[config.mk]
export PLATFORM = sky130hd
export DESIGN_NAME = cgc_regs
export DESIGN_NICKNAME = d
export VERILOG_FILES = /design/src/cgc_pkg.sv /design/src/cgc_regs.sv
export VERILOG_INCLUDE_DIRS = /design/src
export SDC_FILE = /design/constraint.sdc
export NUM_CORES = 1
export LEC_CHECK = 0
export ABC_CLOCK_PERIOD_IN_PS = 2400
export BUFFER_PORTS_ARGS = -buffer_cell sky130_fd_sc_hd__clkbuf_2
export CAP_MARGIN = 20
export CORE_ASPECT_RATIO = 0.8
export CORE_UTILIZATION = 50
export CTS_BUF_LIST = sky130_fd_sc_hd__clkbuf_4 sky130_fd_sc_hd__clkbuf_8
export DETAILED_ROUTE_END_ITERATION = 12
export GPL_ROUTABILITY_DRIVEN = 1
export PLACE_DENSITY_LB_ADDON = 0.05
export SLEW_MARGIN = 10
export SYNTH_ARGS = -nofsm -noshare
export SYNTH_HDL_FRONTEND = slang
export SYNTH_SLANG_ARGS = --single-unit
[constraint.sdc]
create_clock -name clk_sys_i -period 2.4 [get_ports clk_sys_i]
set_input_delay 0.48 -clock clk_sys_i [delete_from_list [all_inputs] [get_ports clk_sys_i]]
set_output_delay 0.48 -clock clk_sys_i [all_outputs]
set_load 0.005 [all_outputs]
[src/cgc_map.svh]
// Offsets, field positions and reset values of the PWM gate-current bank.
// Assumes the includer works in 16-bit register words and 5-bit offsets.
`ifndef CGC_MAP_SVH
`define CGC_MAP_SVH

// ----------------------------------------
// Offsets; 0x0b and 0x0c in both banks, 0x0d in bank 0 only
// ----------------------------------------
`define CGC_OFS_CHARGE       5'h0b
`define CGC_OFS_DISCHARGE    5'h0c
`define CGC_OFS_TIMING       5'h0d
`define CGC_BANK_ACTIVE      1'b0
`define CGC_BANK_FREEWHEEL   1'b1

// ----------------------------------------
// Reset values
// ----------------------------------------
`define CGC_RST_CHARGE_ACT   16'h18c6
`define CGC_RST_FREEWHEEL    16'h18c6
`define CGC_RST_DISCHARGE    16'h1ce7
`define CGC_RST_PREDISCHARGE 16'h318c
`define CGC_RST_TIMING       16'h4900

// ----------------------------------------
// Field positions
// ----------------------------------------
`define CGC_CODE_W           5
`define CGC_MAXDRV_W         2
`define CGC_TIME_W           3
`define CGC_BIT_TOP          15
`define CGC_POS_BLANK4       12
`define CGC_POS_CCP4         9
`define CGC_POS_BLANK3       6
`define CGC_CODES_W          15
`define CGC_MAXDRV_ALL_W     6

`endif

[src/cgc_pkg.sv]
// Types of the PWM gate-current configuration bank.
// Assumes cgc_map.svh is on the include path.
package cgc_pkg;
   `include "cgc_map.svh"

   // ----------------------------------------
   // Register access request, one per cycle
   // ----------------------------------------
   typedef struct packed {
      logic        wr;     // Write strobe
      logic        rd;     // Read strobe
      logic        bank;   // Bank select
      logic [4:0]  addr;   // Register offset
      logic [15:0] wdata;  // Write data
   } cgc_acc_s;

   // Gate-drive phase of one PWM channel, Gray along the usual path
   typedef enum logic [2:0] {
      CGC_PH_IDLE          = 3'h0,
      CGC_PH_PRE_CHARGE    = 3'h1,
      CGC_PH_CHARGE        = 3'h3,
      CGC_PH_POST_CHARGE   = 3'h2,
      CGC_PH_PRE_DISCHARGE = 3'h6,
      CGC_PH_DISCHARGE     = 3'h7
   } cgc_phase_e;

   typedef logic [2:0][4:0] cgc_codes_t;
   typedef logic [2:0][1:0] cgc_maxdrv_t;

   // All configuration fields as seen by the gate drivers
   typedef struct packed {
      cgc_codes_t  charge_act;
      cgc_codes_t  freewheeling;
      cgc_codes_t  active_discharge;
      cgc_codes_t  initial_predischarge;
      logic        sense_amp_output;
      logic [2:0]  active_blank_time_4;
      logic [2:0]  active_cross_conduction_time_4;
      logic [2:0]  active_blank_time_3;
      cgc_maxdrv_t max_drive_current;
   } cgc_cfg_s;

   // Current selection handed to one channel's driver
   typedef struct packed {
      logic       use_max;   // Max drive code governs
      logic [1:0] max_code;  // Max drive current code
      logic [4:0] code;      // Active transistor code
      logic [4:0] fw_code;   // Freewheeling transistor code
   } cgc_drive_s;
endpackage

[src/cgc_regs.sv]
// Banked PWM gate-current configuration registers and channel selection.
// Assumes a serial frame decoder on clk_sys_i presents one access at a time.
//
// Behaviour
// - Freewheel register at bank 1, offset 0x0b
// - Three 5-bit freewheel codes, on and off
// - Bit 15 reserved, reads zero
// - Freewheel register resets to 0x18c6
// - Bank 0 0x0c discharge codes, reset 0x1ce7
// - Bit 15 at 0x0c selects sense load
// - Bank 1 0x0c predischarge codes, reset 0x318c
// - Bank 0 0x0d timing codes, reset 0x4900
// - 2-bit max drive codes per channel
// - Max drive code also used post-charge
// - Bank 0 0x0b active charge codes
`timescale 1ns/1ps
// Offsets, field positions and reset words of the map
`include "cgc_map.svh"

module cgc_regs
   import cgc_pkg::*;
#(
   parameter int NUM_CH = 3                          // PWM channels
) (
   input  wire logic                clk_sys_i,       // System clock, 40 MHz
   input  wire logic                rst_n_i,         // Async reset, active low
   input  wire cgc_pkg::cgc_acc_s   acc_i,           // Register access request
   input  wire cgc_pkg::cgc_phase_e phase_i [3],     // Drive phase per channel
   output logic [15:0]              rdata_o,         // Read data
   output logic                     rvalid_o,        // Read data valid pulse
   output cgc_pkg::cgc_cfg_s        cfg_o,           // All configuration fields
   output cgc_pkg::cgc_drive_s      drive_o [3]      // Current choice per channel
);
   import cgc_pkg::*;

   // ----------------------------------------
   // Elaboration checks
   // ----------------------------------------
   // Field layout is fixed at three channels of 5-bit codes
   if (NUM_CH != 3) begin : g_bad_ch
      $error("cgc_regs supports exactly three PWM channels");
   end

   // Three codes per word must fill bits 14:0 exactly
   if (`CGC_CODES_W != 3 * `CGC_CODE_W) begin : g_bad_codes
      $error("cgc_regs code fields do not fill the word");
   end

   // Three max drive codes must fill bits 5:0 exactly
   if (`CGC_MAXDRV_ALL_W != 3 * `CGC_MAXDRV_W) begin : g_bad_maxdrv
      $error("cgc_regs max drive fields do not fill bits 5:0");
   end

   // Timing fields must end just below the reserved bit
   if (`CGC_POS_BLANK3 + 3 * `CGC_TIME_W != `CGC_BIT_TOP) begin : g_bad_timing
      $error("cgc_regs timing fields overlap the reserved bit");
   end

   // ----------------------------------------
   // Reset words
   // ----------------------------------------
   // Named constants, so reset can pick single fields out of them
   localparam logic [15:0] RST_CHARGE_ACT   = `CGC_RST_CHARGE_ACT;
   localparam logic [15:0] RST_FREEWHEEL    = `CGC_RST_FREEWHEEL;
   localparam logic [15:0] RST_DISCHARGE    = `CGC_RST_DISCHARGE;
   localparam logic [15:0] RST_PREDISCHARGE = `CGC_RST_PREDISCHARGE;
   localparam logic [15:0] RST_TIMING       = `CGC_RST_TIMING;

   // ----------------------------------------
   // Helpers
   // ----------------------------------------
   // Low 15 bits of a 16-bit word as three codes
   function automatic cgc_codes_t codes_of(input logic [15:0] w);
      codes_of = cgc_codes_t'(w[`CGC_CODES_W-1:0]);
   endfunction

   // Three codes back to a word, top bit given by the caller
   function automatic logic [15:0] word_of(input cgc_codes_t c, input logic top);
      word_of = {top, c};
   endfunction

   // Bank and offset must both match for a hit
   function automatic logic hit(input cgc_acc_s a, input logic bank,
                                input logic [4:0] ofs);
      hit = (a.bank == bank) && (a.addr == ofs);
   endfunction

   // ----------------------------------------
   // Register state
   // ----------------------------------------
   cgc_codes_t  charge_act_q,   charge_act_d;
   cgc_codes_t  freewheel_q,    freewheel_d;
   cgc_codes_t  discharge_q,    discharge_d;
   cgc_codes_t  predischarge_q, predischarge_d;
   logic        sense_load_q,   sense_load_d;
   logic [2:0]  blank4_q,       blank4_d;
   logic [2:0]  ccp4_q,         ccp4_d;
   logic [2:0]  blank3_q,       blank3_d;
   cgc_maxdrv_t maxdrv_q,       maxdrv_d;

   logic wr_charge_act;
   logic wr_freewheel;
   logic wr_discharge;
   logic wr_predischarge;
   logic wr_timing;

   // Write decode, one target at most per access
   always_comb begin
      wr_charge_act   = acc_i.wr && hit(acc_i, `CGC_BANK_ACTIVE,
                                        `CGC_OFS_CHARGE);
      wr_freewheel    = acc_i.wr && hit(acc_i, `CGC_BANK_FREEWHEEL,
                                        `CGC_OFS_CHARGE);
      wr_discharge    = acc_i.wr && hit(acc_i, `CGC_BANK_ACTIVE,
                                        `CGC_OFS_DISCHARGE);
      wr_predischarge = acc_i.wr && hit(acc_i, `CGC_BANK_FREEWHEEL,
                                        `CGC_OFS_DISCHARGE);
      wr_timing       = acc_i.wr && hit(acc_i, `CGC_BANK_ACTIVE,
                                        `CGC_OFS_TIMING);
   end

   // Next register values; bit 15 is dropped except at 0x0c, where it loads sense load
   always_comb begin
      charge_act_d   = charge_act_q;
      freewheel_d    = freewheel_q;
      discharge_d    = discharge_q;
      predischarge_d = predischarge_q;
      sense_load_d   = sense_load_q;
      blank4_d       = blank4_q;
      ccp4_d         = ccp4_q;
      blank3_d       = blank3_q;
      maxdrv_d       = maxdrv_q;
      if (wr_charge_act) begin
         charge_act_d = codes_of(acc_i.wdata);
      end
      if (wr_freewheel) begin
         freewheel_d = codes_of(acc_i.wdata);
      end
      if (wr_discharge) begin
         discharge_d  = codes_of(acc_i.wdata);
         sense_load_d = acc_i.wdata[`CGC_BIT_TOP];
      end
      if (wr_predischarge) begin
         predischarge_d = codes_of(acc_i.wdata);
         sense_load_d   = acc_i.wdata[`CGC_BIT_TOP];
      end
      if (wr_timing) begin
         blank4_d = acc_i.wdata[`CGC_POS_BLANK4 +: `CGC_TIME_W];
         ccp4_d   = acc_i.wdata[`CGC_POS_CCP4 +: `CGC_TIME_W];
         blank3_d = acc_i.wdata[`CGC_POS_BLANK3 +: `CGC_TIME_W];
         maxdrv_d = cgc_maxdrv_t'(acc_i.wdata[`CGC_MAXDRV_ALL_W-1:0]);
      end
   end

   // Register update; reset loads the printed defaults
   always_ff @(posedge clk_sys_i or negedge rst_n_i) begin
      if (!rst_n_i) begin
         charge_act_q   <= codes_of(RST_CHARGE_ACT);
         freewheel_q    <= codes_of(RST_FREEWHEEL);
         discharge_q    <= codes_of(RST_DISCHARGE);
         predischarge_q <= codes_of(RST_PREDISCHARGE);
         sense_load_q   <= RST_DISCHARGE[`CGC_BIT_TOP];
         blank4_q       <= RST_TIMING[`CGC_POS_BLANK4 +: `CGC_TIME_W];
         ccp4_q         <= RST_TIMING[`CGC_POS_CCP4 +: `CGC_TIME_W];
         blank3_q       <= RST_TIMING[`CGC_POS_BLANK3 +: `CGC_TIME_W];
         maxdrv_q       <= cgc_maxdrv_t'(RST_TIMING[`CGC_MAXDRV_ALL_W-1:0]);
      end else begin
         charge_act_q   <= charge_act_d;
         freewheel_q    <= freewheel_d;
         discharge_q    <= discharge_d;
         predischarge_q <= predischarge_d;
         sense_load_q   <= sense_load_d;
         blank4_q       <= blank4_d;
         ccp4_q         <= ccp4_d;
         blank3_q       <= blank3_d;
         maxdrv_q       <= maxdrv_d;
      end
   end

   // ----------------------------------------
   // Read path
   // ----------------------------------------
   logic [15:0] rdata_q, rdata_d;
   logic        rvalid_q, rvalid_d;
   logic [15:0] timing_word;

   // Timing word with reserved top bit held at zero
   always_comb begin
      timing_word = {1'b0, blank4_q, ccp4_q, blank3_q, maxdrv_q};
   end

   // Read mux; unmapped bank/offset pairs read as zero
   always_comb begin
      rvalid_d = acc_i.rd;
      rdata_d  = 16'h0000;
      if (acc_i.rd) begin
         case ({acc_i.bank, acc_i.addr})
            {`CGC_BANK_ACTIVE, `CGC_OFS_CHARGE}: begin
               rdata_d = word_of(charge_act_q, 1'b0);
            end
            {`CGC_BANK_FREEWHEEL, `CGC_OFS_CHARGE}: begin
               rdata_d = word_of(freewheel_q, 1'b0);
            end
            {`CGC_BANK_ACTIVE, `CGC_OFS_DISCHARGE}: begin
               rdata_d = word_of(discharge_q, sense_load_q);
            end
            {`CGC_BANK_FREEWHEEL, `CGC_OFS_DISCHARGE}: begin
               rdata_d = word_of(predischarge_q, sense_load_q);
            end
            {`CGC_BANK_ACTIVE, `CGC_OFS_TIMING}: begin
               rdata_d = timing_word;
            end
            default: begin
               rdata_d = 16'h0000;
            end
         endcase
      end
   end

   // Read data registered so the port comes from a flop
   always_ff @(posedge clk_sys_i or negedge rst_n_i) begin
      if (!rst_n_i) begin
         rdata_q  <= 16'h0000;
         rvalid_q <= 1'b0;
      end else begin
         rdata_q  <= rdata_d;
         rvalid_q <= rvalid_d;
      end
   end

   // ----------------------------------------
   // Configuration and per-channel current choice
   // ----------------------------------------
   cgc_cfg_s   cfg_q,   cfg_d;
   cgc_drive_s drive_q [3];
   cgc_drive_s drive_d [3];

   // Gather the fields for the gate drivers
   always_comb begin
      cfg_d.charge_act                     = charge_act_q;
      cfg_d.freewheeling                   = freewheel_q;
      cfg_d.active_discharge               = discharge_q;
      cfg_d.initial_predischarge           = predischarge_q;
      cfg_d.sense_amp_output               = sense_load_q;
      cfg_d.active_blank_time_4            = blank4_q;
      cfg_d.active_cross_conduction_time_4 = ccp4_q;
      cfg_d.active_blank_time_3            = blank3_q;
      cfg_d.max_drive_current              = maxdrv_q;
   end

   // Max drive code rules the pre and post phases; costs one cycle
   // of lag behind phase_i, traded for flop-driven outputs
   always_comb begin
      for (int ch = 0; ch < 3; ch++) begin
         drive_d[ch].max_code = maxdrv_q[ch];
         drive_d[ch].fw_code  = freewheel_q[ch];
         drive_d[ch].use_max  = 1'b0;
         drive_d[ch].code     = 5'h00;
         case (phase_i[ch])
            CGC_PH_PRE_CHARGE: begin
               drive_d[ch].use_max = 1'b1;
            end
            CGC_PH_CHARGE: begin
               drive_d[ch].code = charge_act_q[ch];
            end
            CGC_PH_POST_CHARGE: begin
               drive_d[ch].use_max = 1'b1;
            end
            CGC_PH_PRE_DISCHARGE: begin
               drive_d[ch].use_max = 1'b1;
            end
            CGC_PH_DISCHARGE: begin
               drive_d[ch].code = discharge_q[ch];
            end
            default: begin
               drive_d[ch].code = 5'h00;
            end
         endcase
      end
   end

   // Output registers
   always_ff @(posedge clk_sys_i or negedge rst_n_i) begin
      if (!rst_n_i) begin
         cfg_q <= '0;
         for (int ch = 0; ch < 3; ch++) begin
            drive_q[ch] <= '0;
         end
      end else begin
         cfg_q <= cfg_d;
         for (int ch = 0; ch < 3; ch++) begin
            drive_q[ch] <= drive_d[ch];
         end
      end
   end

   // ----------------------------------------
   // Port drive
   // ----------------------------------------
   assign rdata_o  = rdata_q;
   assign rvalid_o = rvalid_q;
   assign cfg_o    = cfg_q;
   assign drive_o  = drive_q;

endmodule

[Word level (Yosys, flattened, before mapping)]
Cells that the tools add are included.
Word-level totals
  bits in registers: 187
  bits in latches: 0
  bits in writable memories: 0
  bits in read-only memories: 0
  bits of input ports: 35
  output and inout port bits: 132
  word-level logic and storage cells: 94
  memories kept: 0
Operators by class
  $add $sub $neg: 0
  multipliers: 0
  div/mod/pow operators: 0
  magnitude comparators: 0
  eq/ne operators: 23
  shifts and indexed selects: 0
  mux-type cells: 10
  bitwise gates (word level): 1
  reduce and logical (&&, ||, !) cells: 14
Operators by type and width (number)
  $pmux W16 S5: 1
  $pmux W5 S2: 3
  $eq A3 B2 Y1 const B: 6
  $eq A3 B3 Y1 const B: 6
  $eq A6 B4 Y1 const B: 3
  $mux W16: 1
  $eq A5 B4 Y1 const B: 3
  $eq A6 B6 Y1 const B: 2
  $logic_and A1 B1 Y1: 10
  $eq A3 B1 Y1 const B: 3
  $reduce_or A3 Y1: 3
  $mux W1: 5
  $reduce_bool A2 Y1: 1
  $not A1 Y1: 1

[Longest topological paths before layout]
  depth in word-level cells: 5
  depth in mapped cells: 6
  mapped depth without buffers: 4

[Worst setup path after synthesis]
Ideal clock, no wire load.
  kind: input-to-reg
  start point: input port acc_i[17] in the netlist's numbering
  end point: register discharge_q, in the netlist cfg_d[34]
  setup time: 0.127 ns
  arrival time: 1.703 ns
  required time: 2.273 ns
  path slack: 0.569 ns
  stages on the path: 6
  buffers on the path: 2
  path through: nand2b_4 -> nor3_4 -> and3_1 -> buf_4 -> buf_6 -> mux2_1
Between the ends
  longest elaborated chain between the ends: 3
Ends and longest elaborated chain
  from (decl): RTL line cgc_regs.sv:27  | input wire cgc_pkg::cgc_acc_s acc_i,
  $eq A5 B4 Y1: RTL line cgc_regs.sv:85  | hit = (a.bank == bank) && (a.addr == ofs);
  $logic_and A1 B1 Y1: RTL line cgc_regs.sv:85
  $logic_and A1 B1 Y1: RTL line cgc_regs.sv:113  | wr_discharge = acc_i.wr && hit(acc_i, `CGC_BANK_ACTIVE,
  to (signal assigned): RTL line cgc_regs.sv:159  | discharge_q <= codes_of(RST_DISCHARGE);
  to (signal assigned): RTL line cgc_regs.sv:169  | discharge_q <= discharge_d;
  to (decl): RTL line cgc_regs.sv:93  | cgc_codes_t discharge_q, discharge_d;
Every way passes these cells.
A chain may end at the register's enable or synchronous reset.

[Worst setup path in the final report]
  start point: input port acc_i[17] in the netlist's numbering
  end point: register ccp4_q[1]
Between the ends
  longest elaborated chain between the ends: 3
Ends and longest elaborated chain
  $eq A5 B4 Y1: RTL line cgc_regs.sv:85
  $logic_and A1 B1 Y1: RTL line cgc_regs.sv:85
  $logic_and A1 B1 Y1: RTL line cgc_regs.sv:117  | wr_timing = acc_i.wr && hit(acc_i, `CGC_BANK_ACTIVE,
  to (signal assigned): RTL line cgc_regs.sv:163  | ccp4_q <= RST_TIMING[`CGC_POS_CCP4 +: `CGC_TIME_W];
  to (signal assigned): RTL line cgc_regs.sv:173  | ccp4_q <= ccp4_d;
  to (decl): RTL line cgc_regs.sv:97  | logic [2:0] ccp4_q, ccp4_d;
Every way passes these cells.

==> impl_metrics.yaml <==
run_status:
  outcome: "complete, no violations"
cts:
  clockBufferDepth: 2
  clock-root-buffer: "clkbuf_8"
  htreeDepth: 4
  cts_buffers: 17
  numClockSinks: 187
  path_clk_slew_ns: 0.08
  clk_latency_ns: 0.45
  cts_tree: "yes"
logic_synthesis:
  synth_xor_area_frac: 0
  synth-compound-area-share: 0.0444
  synthFlopType: "dfrtp_1"
  ys_seq_area_frac: 0.685
  synth.avg_cell_area_sq_um: 16.4
  ys_warn_count: 0
  synthMuxAreaShare: 0.192
  yosysTopAreaCellShare: 0.571
  synth_top_area_cell: "dfrtp_1"
  synth_seq_cells: 187
  synthSimpleGateAreaFrac: 0.0387
  synth_most_common_cell: "dfrtp_1"
  synth_fp_nets: 454
  synthTopCellsByArea: "dfrtp_1, dfstp_2, mux2_2, mux2_4, a22oi_1"
  synthAdderAreaFrac: 0
  synth_edf_count: 0
  synth_commonest_cells: "dfrtp_1, mux2_2, a22oi_1, dfstp_2, mux2_4"
  async_reset_ff_frac: 1.00
  synth_top_family_by_area: "multiplexers"
  synthesis.area_sq_mm: 0.00688
  synthCells: 419
  synth_cell_types: 28
worst_setup_path:
  crit_type: "input port to flop"
  crit_chain: "clkbuf_2, nand2b_4, nor4b_4, nand2_2, mux2_4"
  critical_path_buf_inv_count: 1
  cpMaxStageDelayCell: "mux2_4"
  worstPathArrival_ns: 1.86
  crit_required_ns: 2.74
  critPathMaxFanout: 15
  worstSetupStartpointType: "input port"
  cp_top_family: "simple AND/OR/NAND/NOR gates"
  crit_path_end_kind: "flop"
  max_stage_delay_ns: 0.41
sta:
  finalHoldViolCount: 0
  rsz0062_at_grt: "no"
  maxSlewViolCount: 0
  worstMarginPinSlew_ns: 0.541
  clock_skew_ns: 0.0109
  relSlewSlack: 0.638
  setup_slack_ns: 0.881
  clock.fmax_mhz: 658
  setup_violations: 0
  fin_crit_sh: 0.633
  fin_crit_ns: 1.52
  setup_tns_ns: 0
floorplanning:
  die_x_microns: 133
  rows: 37
  core_area_sq_mm: 0.0131
  io_pins: 167
  die_h_microns: 107
  die_area_sq_mm: 0.0142
  initial_core_util: 0.523
hold_path:
  hold_path_class: "input port to flop"
drt:
  drtIter0Drc: 168
  via_count: 3916
  post-route-drc-count: 0
  dr.pass1.iters: 4
  routed_wl_microns: 14100
  wl_per_cell_microns: 18.4
  drtAntennaViolNets: 0
  avgViaCountPerCell: 5.09
placement:
  place_hpwl_microns: 9410
  port_buffers: 166
  pre_cts_ws_ns: 0.416
  gp_congestion: 0.749
final_layout:
  final_util: 0.626
  fillers: 1046
  drive_gt1_frac: 0.559
  layout-area-overhead-vs-synth_pct: 19.5
  num_antenna_cells: 0
  num-nets-final: 616
global_route:
  grt.overflow.total: 0
  first_global_vias: 3967
  grt_pass1_wl_microns: 22600
  grt_util_all_layers: 0.217
  grt_max_degree: 69
  antenna_found_initial: 0
flow_run:
  cap_violations: 0
power:
  peakVddDrop_uv: 432
  leakage_nw: 4.30
  powerDensity_mw_per_mm2: 805
==> timing repair <==
action                                  in CTS  in global routing
endpoints found under the setup margin       0                  0
hold endpoints to repair                    24                  0
buffers inserted                             0                  0
gates resized for setup                      0                  0
hold buffers                                 1                  0
==> path summary, 6_finish.rpt <==
path,startpoint,endpoint,slack [ns],cells after the start
setup / recovery,acc_i[17],ccp4_q[1],0.88,5
hold / removal,acc_i[22],rvalid_o,0.16,1
setup reg to reg,cfg_d[40],rdata_o[9],1.28,3
hold reg to reg,sense_load_q,cfg_o[15],0.40,0
max in group asynchronous,rst_n_i,cfg_d[23],1.22,3
min in group asynchronous,rst_n_i,cfg_o[33],0.47,2
==> area by class of cell <==
cell class / count / area (sq um) / area share
Timing Repair Buffer: 181 / 977 / 0.119
Tap cell: 175 / 219 / 0.0266
Inverter: 1 / 3.75 / 0.000456
Multi-Input combinational cell: 193 / 1890 / 0.230
Clock buffer: 26 / 333 / 0.0405
Clock inverter: 6 / 83.8 / 0.0102
Sequential cell: 187 / 4720 / 0.574
==> per-layer routing <==
layer	part of all wire	wire, microns	global-route usage	vias up
li1	-	-	-	1772
met1	0.47	6620	0.304	2011
met2	0.47	6680	0.331	118
met3	0.048	677	0.0511	15
met4	0.012	168	0.0836	0
met5	0	0	0	-
==> stage by stage <==
step | total power [mW] | std cells | cell area [sq um] | hold slack (ns)
floorplan | 4.17 | 419 | 6880 | 0.184
global placement | 4.55 | 736 | 7800 | 0.373
detailed placement | 4.57 | 736 | 7800 | 0.376
CTS | 6.69 | 769 | 8220 | 0.125
global route | 6.92 | 769 | 8220 | 0.138
finish | 6.62 | 769 | 8220 | 0.158
==> flip-flops by register name, summed over array words and instances, names as in the netlist <==
signal	cells
sense_load_q	1
rvalid_o	1
cfg_d	66
ccp4_q	3
cfg_o	55
rdata_o	16
blank4_q	3
blank3_q	3
drive_o	39
==> kinds of logic after synthesis <==
group	Yosys count
AND/OR/NAND/NOR	38
buffers and inverters	39
AO/OA/AOI/OAI	46
multiplexers	109
flip-flops	187
==> worst register-to-register path, cell delays in order (launching register included) <==
cell and delay, ns:
dfrtp_1 0.45, mux2_2 0.28, a22oi_1 0.15, a21oi_1 0.11
==> cells in the final DEF (no fill, tap or decap) <==
cell	instances
a21oi_1	15
a22oi_1	30
and2_0	1
and3_1	1
buf_12	2
buf_4	12
buf_6	1
bufinv_16	2
clkbuf_2	165
clkbuf_4	4
clkbuf_8	22
clkinv_2	3
clkinv_4	1
dfrtp_1	157
dfstp_2	30
dlygate4sd3_1	1
inv_1	1
mux2_1	13
mux2_2	49
mux2_4	30
mux2i_1	17
nand2_1	5
nand2_2	1
nand2_4	2
nand2b_1	2
nand2b_4	2
nand3_2	1
nand3b_2	1
nand4b_1	1
nor2_1	17
nor3_4	3
nor4b_4	1
o21ai_0	1
==> power breakdown <==
part / total [mW] / internal (mW) / switching (mW) / leakage (nW)
combinational: 0.704 / 0.401 / 0.303 / 1.67
sequential: 3.79 / 3.55 / 0.237 / 2.41
clock: 2.12 / 1.11 / 1.01 / 0.221
(Power assumes the default switching activity.)
